$ cat src/include/spbsf_defs.svh
// Offsets, field positions and reset values of the serial port status flag block.
// Assumes one 32-bit APB word per register, decoded on paddr[7:0].
`ifndef SPBSF_DEFS_SVH
`define SPBSF_DEFS_SVH
`define SPBSF_OFS_STATUS 8'h00
`define SPBSF_OFS_CTRL 8'h04
`define SPBSF_OFS_DATA 8'h08
`define SPBSF_OFS_ISTAT 8'h0C
`define SPBSF_OFS_IMASK 8'h10
`define SPBSF_BIT_CTRL_FIFO 0
`define SPBSF_INT_W 3
`define SPBSF_RST_INT 3'h0
`define SPBSF_RST_FLAGS 4'h8
`endif

$ cat src/include/spbsf_pkg.sv
// Types shared by the serial port status flag block and its bench.
// Assumes the includer compiles this before any design file.
package spbsf_pkg;
   // Low nibble of the status word, bit 3 down to bit 0.
   typedef struct packed {
      logic txEmpty;
      logic unused;
      logic txFull;
      logic rxFull;
   } spbsf_flags_s;
   // A word handed over by the shift engine.
   typedef struct packed {
      logic put;
      logic [31:0] data;
   } spbsf_rxin_s;
endpackage

$ cat src/rtl/spbsf_status_flags.sv
// Buffer status flags of a synchronous serial port, with its holding buffers and APB slave.
// Assumes one clock; the shift engine sits outside and pulses its take and put strobes.
// Behaviour
// RULE1 - transmit-empty flag, bit 3, sets when the shifter takes the transmit word
// RULE2 - transmit-empty flag clears when the core writes the data window
// RULE3 - single-entry mode: transmit-full flag, bit 1, sets on a data window write
// RULE4 - single-entry mode: transmit-full flag clears when the shifter takes the word
// RULE5 - FIFO mode: transmit-full is high exactly when write pointer plus one equals read pointer
// RULE6 - single-entry mode: receive-full flag, bit 0, sets when the shifter delivers a word
// RULE7 - single-entry mode: receive-full flag clears when the core reads the data window
// RULE8 - FIFO mode: receive-full is high exactly when shifter pointer plus one equals core pointer
// RULE9 - status bit 2 always reads zero
// RULE10 - software writes to the status word never change the three buffer flags
`include "spbsf_defs.svh"
`timescale 1ns/1ps
`default_nettype none
module spbsf_status_flags #(
   parameter int AW = 2
) (
   input wire logic ref_clk,
   input wire logic nrst,
   input wire logic psel,
   input wire logic penable,
   input wire logic pwrite,
   input wire logic [7:0] paddr,
   input wire logic [31:0] pwdata,
   output logic [31:0] prdata,
   output logic pready,
   output logic pslverr,
   input wire spbsf_pkg::spbsf_rxin_s shRx,
   input wire logic shTxTake,
   output logic [31:0] shTxData,
   output logic shTxValid,
   output logic irq
);
   // Holding buffers; single-entry mode only ever touches slot 0.
   logic [31:0] txMem [2**AW];
   logic [31:0] rxMem [2**AW];
   // Transmit side pointers: the core writes, the shifter reads.
   logic [AW-1:0] core_write_pointer_q;
   logic [AW-1:0] core_write_pointer_d;
   logic [AW-1:0] shifter_read_pointer_q;
   logic [AW-1:0] shifter_read_pointer_d;
   // Receive side pointers: the shifter writes, the core reads.
   logic [AW-1:0] shifter_write_pointer_q;
   logic [AW-1:0] shifter_write_pointer_d;
   logic [AW-1:0] core_read_pointer_q;
   logic [AW-1:0] core_read_pointer_d;
   // Status flags and the buffer mode.
   spbsf_pkg::spbsf_flags_s flags_q;
   spbsf_pkg::spbsf_flags_s flags_d;
   logic fifoMode_q;
   logic fifoMode_d;
   // Interrupt status, mask and the events that feed them.
   logic [`SPBSF_INT_W-1:0] istat_q;
   logic [`SPBSF_INT_W-1:0] istat_d;
   logic [`SPBSF_INT_W-1:0] imask_q;
   logic [`SPBSF_INT_W-1:0] imask_d;
   logic [`SPBSF_INT_W-1:0] events;
   // Next values of the registered outputs, and the registered pready.
   logic [31:0] prdata_d;
   logic [31:0] shTxData_d;
   logic pready_d;
   logic pslverr_d;
   logic irq_d;
   logic pready_q;
   // Decoded bus and shifter events.
   logic apbDone;
   logic wrData;
   logic rdData;
   logic ctrlWr;
   logic txPush;
   logic txTake;
   logic rxPut;
   logic rxPop;
   logic rxEmpty;

   // Pointer step; wraps naturally, so FIFO mode holds one word less than the array.
   function automatic logic [AW-1:0] inc(input logic [AW-1:0] p);
      return AW'(p + 1'b1);
   endfunction

   // Events. A write to a full buffer and a put into a full buffer are dropped, never merged.
   assign apbDone = psel & penable & pready_q;
   assign wrData = apbDone & pwrite & (paddr == `SPBSF_OFS_DATA);
   assign rdData = apbDone & ~pwrite & (paddr == `SPBSF_OFS_DATA);
   assign ctrlWr = apbDone & pwrite & (paddr == `SPBSF_OFS_CTRL);
   assign rxEmpty = fifoMode_q ? (shifter_write_pointer_q == core_read_pointer_q) : ~flags_q.rxFull;
   assign txPush = wrData & ~flags_q.txFull;
   assign txTake = shTxTake & ~flags_q.txEmpty;
   assign rxPut = shRx.put & ~flags_q.rxFull;
   assign rxPop = rdData & ~rxEmpty;
   assign events = {shRx.put & flags_q.rxFull, txTake, rxPut};

   // Pointers and flags. A mode change empties both buffers so the pointers start coherent.
   always_comb begin
      fifoMode_d = fifoMode_q;
      core_write_pointer_d = core_write_pointer_q;
      shifter_read_pointer_d = shifter_read_pointer_q;
      shifter_write_pointer_d = shifter_write_pointer_q;
      core_read_pointer_d = core_read_pointer_q;
      flags_d = flags_q;
      flags_d.unused = 1'b0; // RULE9
      if (ctrlWr) begin
         fifoMode_d = pwdata[`SPBSF_BIT_CTRL_FIFO];
         core_write_pointer_d = '0;
         shifter_read_pointer_d = '0;
         shifter_write_pointer_d = '0;
         core_read_pointer_d = '0;
         flags_d = `SPBSF_RST_FLAGS;
      end else if (fifoMode_q) begin
         if (txPush) core_write_pointer_d = inc(core_write_pointer_q);
         if (txTake) shifter_read_pointer_d = inc(shifter_read_pointer_q);
         if (rxPut) shifter_write_pointer_d = inc(shifter_write_pointer_q);
         if (rxPop) core_read_pointer_d = inc(core_read_pointer_q);
         flags_d.txEmpty = (core_write_pointer_d == shifter_read_pointer_d); // RULE1 RULE2
         flags_d.txFull = (inc(core_write_pointer_d) == shifter_read_pointer_d); // RULE5
         flags_d.rxFull = (inc(shifter_write_pointer_d) == core_read_pointer_d); // RULE8
      end else begin
         // A push in the same cycle as a take refills the buffer, so the push wins.
         if (txTake) begin
            flags_d.txEmpty = 1'b1; // RULE1
            flags_d.txFull = 1'b0; // RULE4
         end
         if (txPush) begin
            flags_d.txEmpty = 1'b0; // RULE2
            flags_d.txFull = 1'b1; // RULE3
         end
         if (rxPop) flags_d.rxFull = 1'b0; // RULE7
         if (rxPut) flags_d.rxFull = 1'b1; // RULE6
      end
   end

   // Bus answers, interrupt status and the word offered to the shifter.
   always_comb begin
      pready_d = psel & penable & ~pready_q;
      pslverr_d = 1'b0;
      prdata_d = '0;
      if (pready_d) begin
         unique case (paddr)
            `SPBSF_OFS_STATUS: prdata_d = {28'h0000000, flags_q}; // RULE9
            `SPBSF_OFS_CTRL: prdata_d = {31'h00000000, fifoMode_q};
            `SPBSF_OFS_DATA: prdata_d = rxMem[core_read_pointer_q];
            `SPBSF_OFS_ISTAT: prdata_d = {29'h00000000, istat_q};
            `SPBSF_OFS_IMASK: prdata_d = {29'h00000000, imask_q};
            default: pslverr_d = 1'b1;
         endcase
      end
      // Set wins over a write-one clear in the same cycle.
      istat_d = istat_q;
      if (apbDone && pwrite && paddr == `SPBSF_OFS_ISTAT) begin
         istat_d = istat_q & ~pwdata[`SPBSF_INT_W-1:0];
      end
      istat_d = istat_d | events;
      imask_d = imask_q;
      if (apbDone && pwrite && paddr == `SPBSF_OFS_IMASK) begin
         imask_d = pwdata[`SPBSF_INT_W-1:0];
      end
      irq_d = |(istat_d & imask_d);
      shTxData_d = (txPush && core_write_pointer_q == shifter_read_pointer_d) ? pwdata : txMem[shifter_read_pointer_d];
   end

   // Registers. Status writes fall through here untouched; only events move the flags.
   always_ff @(posedge ref_clk or negedge nrst) begin
      if (!nrst) begin
         fifoMode_q <= 1'b0;
         core_write_pointer_q <= '0;
         shifter_read_pointer_q <= '0;
         shifter_write_pointer_q <= '0;
         core_read_pointer_q <= '0;
         flags_q <= `SPBSF_RST_FLAGS;
         istat_q <= `SPBSF_RST_INT;
         imask_q <= `SPBSF_RST_INT;
         irq <= 1'b0;
         prdata <= '0;
         pready <= 1'b0;
         pslverr <= 1'b0;
         shTxData <= '0;
         shTxValid <= 1'b0;
      end else begin
         fifoMode_q <= fifoMode_d;
         core_write_pointer_q <= core_write_pointer_d;
         shifter_read_pointer_q <= shifter_read_pointer_d;
         shifter_write_pointer_q <= shifter_write_pointer_d;
         core_read_pointer_q <= core_read_pointer_d;
         flags_q <= flags_d; // RULE10
         istat_q <= istat_d;
         imask_q <= imask_d;
         irq <= irq_d;
         prdata <= prdata_d;
         pready <= pready_d;
         pslverr <= pslverr_d;
         shTxData <= shTxData_d;
         shTxValid <= ~flags_d.txEmpty;
      end
   end

   // The registered answer doubles as the access-phase completion marker.
   assign pready_q = pready;

   // Buffer storage; no reset, a word is only taken or popped after its slot was written.
   always_ff @(posedge ref_clk) begin
      if (txPush) txMem[core_write_pointer_q] <= pwdata;
      if (rxPut) rxMem[shifter_write_pointer_q] <= shRx.data;
   end
endmodule
`default_nettype wire

$ cat config.mk
export PLATFORM = sky130hd
export DESIGN_NAME = spbsf_status_flags
export DESIGN_NICKNAME = d
export VERILOG_FILES = /design/src/include/spbsf_pkg.sv /design/src/rtl/spbsf_status_flags.sv
export VERILOG_INCLUDE_DIRS = /design/src /design/src/include
export SDC_FILE = /design/constraint.sdc
export NUM_CORES = 1
export LEC_CHECK = 0
export BUFFER_PORTS_ARGS = -buffer_cell sky130_fd_sc_hd__buf_2
export CAP_MARGIN = 15
export CORE_MARGIN = 3
export CORE_UTILIZATION = 30
export CTS_BUF_LIST = sky130_fd_sc_hd__clkbuf_8 sky130_fd_sc_hd__clkbuf_16
export CTS_CLUSTER_SIZE = 24
export DETAILED_ROUTE_END_ITERATION = 8
export GPL_ROUTABILITY_DRIVEN = 0
export PLACE_DENSITY = 0.5
export SETUP_SLACK_MARGIN = 0.05
export SYNTH_ARGS = -nofsm -noshare
export SYNTH_HDL_FRONTEND = slang
export SYNTH_SLANG_ARGS = --single-unit
$ cat constraint.sdc
create_clock -name ref_clk -period 3.3 [get_ports ref_clk]
set_clock_uncertainty 0.2 [all_clocks]
set_input_delay 0.99 -clock ref_clk [delete_from_list [all_inputs] [get_ports ref_clk]]
set_output_delay 0.99 -clock ref_clk [all_outputs]
set_load 0.005 [all_outputs]
==> impl_metrics.toml, run 1 <==
[outcome]
outcome = "finished clean"

[floorplan]
die_w_um = 215
die-area_um2 = 46100
coreArea_um2 = 42500
die_h_um = 215
initial_utilization_pct = 30.7
io_pins = 147
num_rows = 75

[layout]
finalNonFillerCells = 1602
final_cell_mix = "edfxtp_1 (256), buf_2 (145), dfrtp_1 (83), nand2_1 (77), and3_1 (61)"
fin_nets = 1079
drive_gt1_share_pct = 31.4
finish.instance_area_um2 = 16200
areaGrowthSynthToFinish_pct = 24.3
final_common_cell = "edfxtp_1"

[routing]
viasPerCell = 4.66
wire_per_inst_um = 19.5
drc = 0
drt_wl_total_um = 31200
drtIter0Drc = 427
drt_first_pass_iters = 6
ant_nets = 0
vias = 7465

[worst_setup_path]
startpoint_type = "input port"
endpoint_kind = "register"
r2r_start = "flags_q[3]$_DFF_PN1_"
path_class = "input port to register"
cpPeakStageDelay_ns = 0.59
crit_start = "paddr[0]"
worst-r2r-cell-count = 7
r2r_slack_ns = 0.79
crit_required_ns = 3.54
slowest_stage = "or4_4"
cp.depth = 8
path_delay_family = "simple AND/OR/NAND/NOR gates"
critPathMostFrequentCell = "or4_4"
cp.arrival_ns = 3.08
worstReg2RegEnd = "shTxData[30]$_DFF_PN0_"
cp.buffers_inverters = 2
cp_cell_sequence = "buf_2 -> or4_4 -> or4_4 -> a21oi_2 -> o2111a_2 -> buf_12 -> nor3_1 -> a21o_1"
crit_fanout = 31

[grt]
grt_use_total_pct = 13.7
gr-total-overflow = 0
antenna_found_initial = 6
grt_max_degree = 53
grt_pass1_wl_um = 48700
grt_pass1_vias = 7910

[power]
ir_drop_uv = 444
finalPower_w = 0.0125
power.density_nw_per_um2 = 772
p_leak_nw = 6.37

[synth]
synthFlopType = "edfxtp_1"
netlist.area_leader.share_pct = 58.9
yosysTopAreaCell = "edfxtp_1"
ys_types = 51
async_reset_ff_share_pct = 25.1
ys_warn_count = 0
ys_ff_latch = 342
avgSynthCellArea_um2 = 16.4
synth_nets = 884
synth_area_leaders = "edfxtp_1 (59%), dfrtp_1 (16%), mux4_2 (5.5%)"
synth_enable_flop_cells = 256
syn_area_um2 = 13100
syn_inst = 797
ys_seq_area_share_pct = 75.3

[sta]
setup_viol_count_final = 0
period_share_pct = 86.1
fmax_mhz = 352
max_slew_margin_pct = 45.5
hold_viol = 0
post-route-min-period_ns = 2.84
worstMarginPinSlew_ns = 0.814
slew_viol_final = 0
setup_ws_ns = 0.458
grt_setup_unrepaired = "no"

[clock_tree]
cts_buffer_depth = 3
cts-resized-gates = 0
cts_tree = "done"
clkSlewWorstSetupHoldPaths_ns = 0.06
postCtsSetupBuffers = 0
cts_sinks = 342
root_buffer = "clkbuf_16"
cts_buffers = 39
insertion_delay_ns = 0.54
holdBufCountCts = 0
htreeDepth = 2

[placed_design]
placed_area_um2 = 15000
dp_hpwl_um = 19000
place_ws_ns = -0.0968
dp.cells = 1528
port_buffers = 146

[worst_hold_path]
hp-class = "input port to asynchronous set/reset pin"

[job]
maxCapViolCount = 0
[per-stage QoR]
step | hold WS [ns] | utilization, % | TNS (ns)
after global placement | 0.295 | 35.3 | -2.00
after CTS | 0.0923 | 38.2 | 0
after detailed placement | 0.300 | 35.3 | -2.74
after global routing | 0.106 | 38.2 | 0
final | 0.127 | 38.2 | 0
after floorplan | 0.269 | - | 0
[area by class of cell]
class / count / area, um2
inverter: 8 / 30.0
antenna: 2 / 5.00
tap: 577 / 722
clock inverter: 29 / 184
fill: 3994 / 26300
multi-input combinational: 399 / 3020
sequential: 342 / 9840
timing repair buffer: 202 / 1390
clock buffer: 43 / 1040
[synth_stat cells (all sizes together) (3+ instances only)]
cell type and n:
nand4 3, nor3 33, nand3 11, inv 8
ha 8, clkbuf 31, a21o 34, o22ai 33
buf 17, nor4 3, a21oi 6, nor2 21
xnor2 12, dfrtp 85, nor3b 3, nor2b 4
xor2 5, edfxtp 256, mux2 4, o21ai 8
nand2 77, and3 61, mux2i 7, mux4 32
and2 8
[per-layer routing]
metal  vias up  global-route usage, %  part of all wire (%)
li1       3448                      -                     -
met5         -                      0                  0.15
met2       168                   22.1                    47
met1      3781                   17.7                    44
met3        60                   4.46                   6.7
met4         8                   4.01                   1.9
[state kept, by name, indices dropped and copies added (netlist names)]
signal and cells:
core_read_pointer_q 2, core_write_pointer_q 2, fifoMode_q 1, flags_q 3, imask_q 3, irq 1, istat_q 3, prdata 32
pready 1, pslverr 1, rxMem 128, shTxData 32, shTxValid 1, shifter_read_pointer_q 2, shifter_write_pointer_q 2, txMem 128
[report_power, final]
group	leakage (nW)	total (W)	internal, W	switching (W)
clock	0.640	0.00408	0.00236	0.00172
combinational	2.34	0.00302	0.00137	0.00165
sequential	3.39	0.00543	0.00522	0.000217
[kinds of logic (layout without fill, tap and decap cells)]
kind of cell	after synthesis	count (layout)	share of synthesized area, %
xor gates and xnor gates	17	17	1.14
muxes	43	43	6.40
adders and majority gates	8	8	0.766
DFF	342	342	75.3
other	0	2	0
buffers and inverters	56	282	2.07
and+or+nand+nor	237	237	9.40
AOI/OAI and AO/OA	94	94	4.88
[how the worst max path moves through the flow]
stage	end
after detailed placement	shTxData[13]$_DFF_PN0_
after global routing	shTxData[3]$_DFF_PN0_
after global placement	shTxData[28]$_DFF_PN0_
final	shTxData[13]$_DFF_PN0_
after floorplan	shTxData[10]$_DFF_PN0_
after CTS	shTxData[0]$_DFF_PN0_
Note: power is estimated with default switching activity, not from simulation.
==> run 2, diff against run 1 <==
Settings changed: GPL_TIMING_DRIVEN set to 0.
==> run 2 against run 1 <==
Clock-buffer cell count is 2 higher. Combinational power is 5% lower. Cell count is 0.12% lower. Clock power is 8.6% higher. Sequential share of layout area is 0.88 points higher. Wire length is 0.73% lower. Sequential power is 1% lower. Cell area is 1.4% lower. Non-clock buffer count is 4 lower. Utilization is 0.55 points lower. Die area stayed put. Hold slack better by 0.12 ns. Critical path type unchanged.
==> impl_metrics.toml, run 2 (synthesized netlist as in run 1, its figures left out) <==
[worst_setup_path]
worstReg2RegEnd = "shTxData[29]$_DFF_PN0_"
cp.arrival_ns = 3.46
endpoint_kind = "register"
path_class = "input port to register"
crit_fanout = 10
r2r_start = "fifoMode_q$_DFFE_PN0P_"
worst-r2r-cell-count = 7
r2r_slack_ns = 0.32
crit_required_ns = 3.58
startpoint_type = "input port"

[routing]
viasPerCell = 4.64
ant_nets = 0
drc = 0
vias = 7419
drt_first_pass_iters = 7
wire_per_inst_um = 19.3
drt_wl_total_um = 30900
drtIter0Drc = 456

[floorplan]
coreArea_um2 = 42500
initial_utilization_pct = 30.7
die_w_um = 215
num_rows = 75
die-area_um2 = 46100
io_pins = 147
die_h_um = 215

[clock_tree]
insertion_delay_ns = 0.55
cts_tree = "done"
cts_buffers = 40
root_buffer = "clkbuf_16"
clkSlewWorstSetupHoldPaths_ns = 0.06
cts_sinks = 342
htreeDepth = 2
cts_buffer_depth = 3

[sta]
max_slew_margin_pct = 35.7
worstMarginPinSlew_ns = 0.965
period_share_pct = 96.2
post-route-min-period_ns = 3.17
setup_ws_ns = 0.126
slew_viol_final = 0
hold_viol = 0
setup_viol_count_final = 0
fmax_mhz = 315
grt_setup_unrepaired = "yes"

[grt]
gr-total-overflow = 0
grt_pass1_wl_um = 48100
grt_max_degree = 51
grt_pass1_vias = 7941
grt_use_total_pct = 13.5
antenna_found_initial = 3

[job]
maxCapViolCount = 0

[layout]
final_core_util_pct = 37.6
fin_nets = 1076
drive_gt1_share_pct = 27.0
multi_input_area_um2 = 2980
areaGrowthSynthToFinish_pct = 22.5
top_regs = "rxMem (128), txMem (128)"
finish.instance_area_um2 = 16000
final_cell_mix = "edfxtp_1 (256), buf_2 (147), dfrtp_1 (85), nand2_1 (77), and3_1 (61)"
seqCellArea_um2 = 9840
n_fill_cell = 4049
final_common_cell = "edfxtp_1"

[outcome]
outcome = "finished clean"

[placed_design]
place_ws_ns = -0.710
port_buffers = 145
dp_hpwl_um = 19000
placed_area_um2 = 14600

[worst_hold_path]
hp-class = "input port to asynchronous set/reset pin"

[power]
p_leak_nw = 6.23
ir_drop_uv = 426
power.density_nw_per_um2 = 792
finalPower_w = 0.0127
run 2: worst max path at each step:
stage | start | end | cells past startpoint
6_report | paddr[0] | shTxData[11]$_DFF_PN0_ | 9
5_1_grt | pwrite | shTxData[27]$_DFF_PN0_ | 8
4_1_cts | paddr[0] | shTxData[21]$_DFF_PN0_ | 9
3_5_place_dp | paddr[0] | txMem[2][25]$_DFFE_PP_ | 6
3_3_place_gp | paddr[0] | txMem[2][23]$_DFFE_PP_ | 6
2_1_floorplan | paddr[0] | shTxData[10]$_DFF_PN0_ | 9
run 2: final cells by class:
type | instances | area share (%)
clock inverter | 29 | 1.68
timing repair buffer | 150 | 5.22
clock buffer | 45 | 6.69
antenna | 2 | 0.0313
tap | 577 | 4.51
multi-input combinational | 399 | 18.6
inverter | 8 | 0.188
sequential | 342 | 61.5
buffer | 48 | 1.55
run 2: report_power, final:
| part | internal (W) | leakage (nW) | switching (W) | total, W |
|---|---|---|---|---|
| clock | 0.00266 | 0.700 | 0.00178 | 0.00443 |
| sequential | 0.00522 | 3.39 | 0.000146 | 0.00536 |
| combinational | 0.00119 | 2.14 | 0.00169 | 0.00288 |
| total | 0.00906 | 6.23 | 0.00362 | 0.0127 |
run 2: routing by layer:
| metal | routed length, um | vias to the layer above | track usage [%] | share of wire (%) |
|---|---|---|---|---|
| met5 | 27 | - | 0 | 0.087 |
| met1 | 13800 | 3754 | 17.8 | 45 |
| met3 | 1850 | 47 | 3.77 | 6.0 |
| li1 | - | 3439 | - | - |
| met4 | 541 | 4 | 3.70 | 1.7 |
| met2 | 14700 | 175 | 21.9 | 48 |
run 2: what timing repair did:
action / in CTS / in global routing
buffers inserted: 0 / 0
resized for setup: 4 / 5
setup endpoints to repair: 128 / 31
gates cloned: 0 / 0
hold buffers: 0 / 0
run 2: through the flow:
| stage | setup TNS, ns | instances | hold slack [ns] |
|---|---|---|---|
| 2_1_floorplan | 0 | 797 | 0.269 |
| 3_3_place_gp | -168.67 | 1519 | 0.301 |
| 3_5_place_dp | -98.13 | 1524 | 0.301 |
| 4_1_cts | 0 | 1598 | 0.245 |
| 5_1_grt | 0 | 1598 | 0.271 |
| 6_report | 0 | 1600 | 0.244 |
run 2: worst max-delay path: stages:
cell and delay [ns]:
buf_2 0.10, or4_4 0.57, buf_6 0.16, or4_4 0.56
nand3_1 0.28, buf_2 0.35, o22ai_1 0.12, nor3_1 0.21
a21o_1 0.11
==> run 3, diff against run 2 <==
Settings changed: CTS_CLUSTER_DIAMETER set to 30, PLACE_DENSITY 0.5 to 0.52.
Clock period 3.3 ns to 2.8 ns, I/O delays scaled along.
==> run 3 against run 2 <==
Combinational power is 21% higher. Largest cell class unchanged. Wire length is 1.2% higher. Cell area is 11% higher. Via count is 4.0% higher. Sequential power is 18% higher. Critical path type unchanged. Clock-buffer cell count is 41 higher. Highest routed layer unchanged. First-iteration DRC count is 20% lower.
==> impl_metrics.toml, run 3 (synthesized netlist as in run 1, its figures left out) <==
[worst_setup_path]
endpoint_kind = "register"
r2r_slack_ns = 0.13
cp.arrival_ns = 3.00
startpoint_type = "input port"
r2r_start = "pready$_DFF_PN0_"
worst-r2r-cell-count = 8
path_class = "input port to register"
crit_start = "paddr[2]"
crit_required_ns = 3.08
worstReg2RegEnd = "shTxData[29]$_DFF_PN0_"
crit_fanout = 10

[power]
p_leak_nw = 7.09
power.density_nw_per_um2 = 1110
ir_drop_uv = 869

[sta]
hold_viol = 0
max_slew_margin_pct = 52.3
post-route-min-period_ns = 2.72
grt_setup_unrepaired = "yes"
fmax_mhz = 368
worstMarginPinSlew_ns = 0.706
slew_viol_final = 0
period_share_pct = 97.2
setup_viol_count_final = 0

[grt]
grtUsageMet3_pct = 5.21
top_usage_layer = "met2"
antenna_found_initial = 4
met2_usage_pct = 22.0
gr-total-overflow = 0
grt_max_degree = 53
globalRouteMet1Util_pct = 16.9
grt_use_total_pct = 13.7
grt_pass1_vias = 8278
grt_pass1_wl_um = 48500

[clock_tree]
cts_sinks = 342
clkSlewWorstSetupHoldPaths_ns = 0.04
cts_buffers = 83
htreeDepth = 3
cts_tree = "done"
root_buffer = "clkbuf_16"
holdBufCountCts = 0
insertion_delay_ns = 0.61
cts_buffer_depth = 3

[floorplan]
die_w_um = 215
initial_utilization_pct = 30.7
coreArea_um2 = 42500
io_pins = 147
num_rows = 75
die_h_um = 215
die-area_um2 = 46100

[placed_design]
placed_area_um2 = 14600
port_buffers = 145
dp_hpwl_um = 19000

[layout]
fin_nets = 1126
final_cell_mix = "edfxtp_1 (256), buf_2 (148), dfrtp_1 (85), clkbuf_16 (83), nand2_1 (77)"
finish.instance_area_um2 = 17800
final_core_util_pct = 41.9
final_common_cell = "edfxtp_1"
top_regs = "rxMem (128), txMem (128)"
areaGrowthSynthToFinish_pct = 36.4
drive_gt1_share_pct = 35.0

[routing]
ant_nets = 0
drt_wl_total_um = 31300
vias = 7717
drc = 0
drt_first_pass_iters = 5
wire_per_inst_um = 18.6
drtIter0Drc = 367
viasPerCell = 4.57

[job]
maxCapViolCount = 0

[outcome]
outcome = "finished clean"

[worst_hold_path]
hp-class = "input port to asynchronous set/reset pin"
-- run 3: cell count changes in the layout (fill, tap and decap cells not counted), moves of 3 or more --
cell | before | now
clkbuf_16 | 40 | 83
clkbuf_2 | 0 | 13
clkbuf_1 | 31 | 20
bufinv_16 | 4 | 15
inv_16 | 1 | 4
clkinvlp_4 | 2 | 11
clkinv_4 | 1 | 4
inv_1 | 21 | 16
buf_4 | 5 | 11
clkinv_1 | 2 | 6
clkinv_2 | 3 | 16
-- run 3: area by class of cell --
type                            instances  area (um2)
Antenna cell                            2        5.00
Buffer                                 48         284
Clock buffer                           86        2120
Clock inverter                         69         875
Fill cell                            3886       24700
Inverter                                8        30.0
Multi-Input combinational cell        399        3060
Sequential cell                       342        9840
Tap cell                              577         722
Timing Repair Buffer                  157         886
-- run 3: layer usage --
metal | routed length (um) | part of all wire, % | vias up
met4 | 614 | 2.0 | 4
met2 | 15100 | 48 | 212
li1 | - | - | 3575
met1 | 13500 | 43 | 3865
met5 | 27 | 0.086 | -
met3 | 2070 | 6.6 | 61
-- run 3: through the flow --
| stage | std cells | setup slack, ns | hold slack, ns | TNS (ns) | total power, W |
|---|---|---|---|---|---|
| 2_1_floorplan | 797 | -0.300 | 0.269 | -44.70 | 0.00856 |
| 3_3_place_gp | 1519 | -1.00 | 0.304 | -299.26 | 0.00979 |
| 3_5_place_dp | 1524 | -1.03 | 0.298 | -153.84 | 0.00987 |
| 4_1_cts | 1680 | 0.0166 | 0.0104 | 0 | 0.0201 |
| 5_1_grt | 1686 | 0.0157 | 0.0339 | 0 | 0.0208 |
| 6_report | 1688 | 0.0794 | 0.0117 | 0 | 0.0199 |
-- run 3: report_power, final --
group,internal [W],switching (W)
Clock,0.00692,0.00311
Combinational,0.00147,0.00202
Sequential,0.00617,0.000176
-- run 3: critical path, cell delays in order --
cell,delay [ns]
clkbuf_4,0.16
or3b_2,0.50
or4_4,0.58
a21oi_2,0.13
o2111a_2,0.25
buf_8,0.16
buf_8,0.15
nor3_1,0.07
a21o_1,0.15
-- run 3: worst max path at each step --
stage | to | slack (ns) | cells after the start
2_1_floorplan | shTxData[10]$_DFF_PN0_ | -0.30 | 9
3_3_place_gp | txMem[0][23]$_DFFE_PP_ | -1.00 | 6
3_5_place_dp | txMem[2][24]$_DFFE_PP_ | -1.03 | 6
4_1_cts | shTxData[22]$_DFF_PN0_ | 0.02 | 9
5_1_grt | shTxData[22]$_DFF_PN0_ | 0.02 | 10
6_report | shTxData[29]$_DFF_PN0_ | 0.08 | 9
-- run 3: repair_timing --
| action | in CTS | in global routing |
|---|---|---|
| pin swaps | 3 | 4 |
| cloned | 0 | 1 |
| setup buffers | 1 | 5 |
| gates resized for setup | 22 | 19 |
| setup endpoints to repair | 160 | 58 |
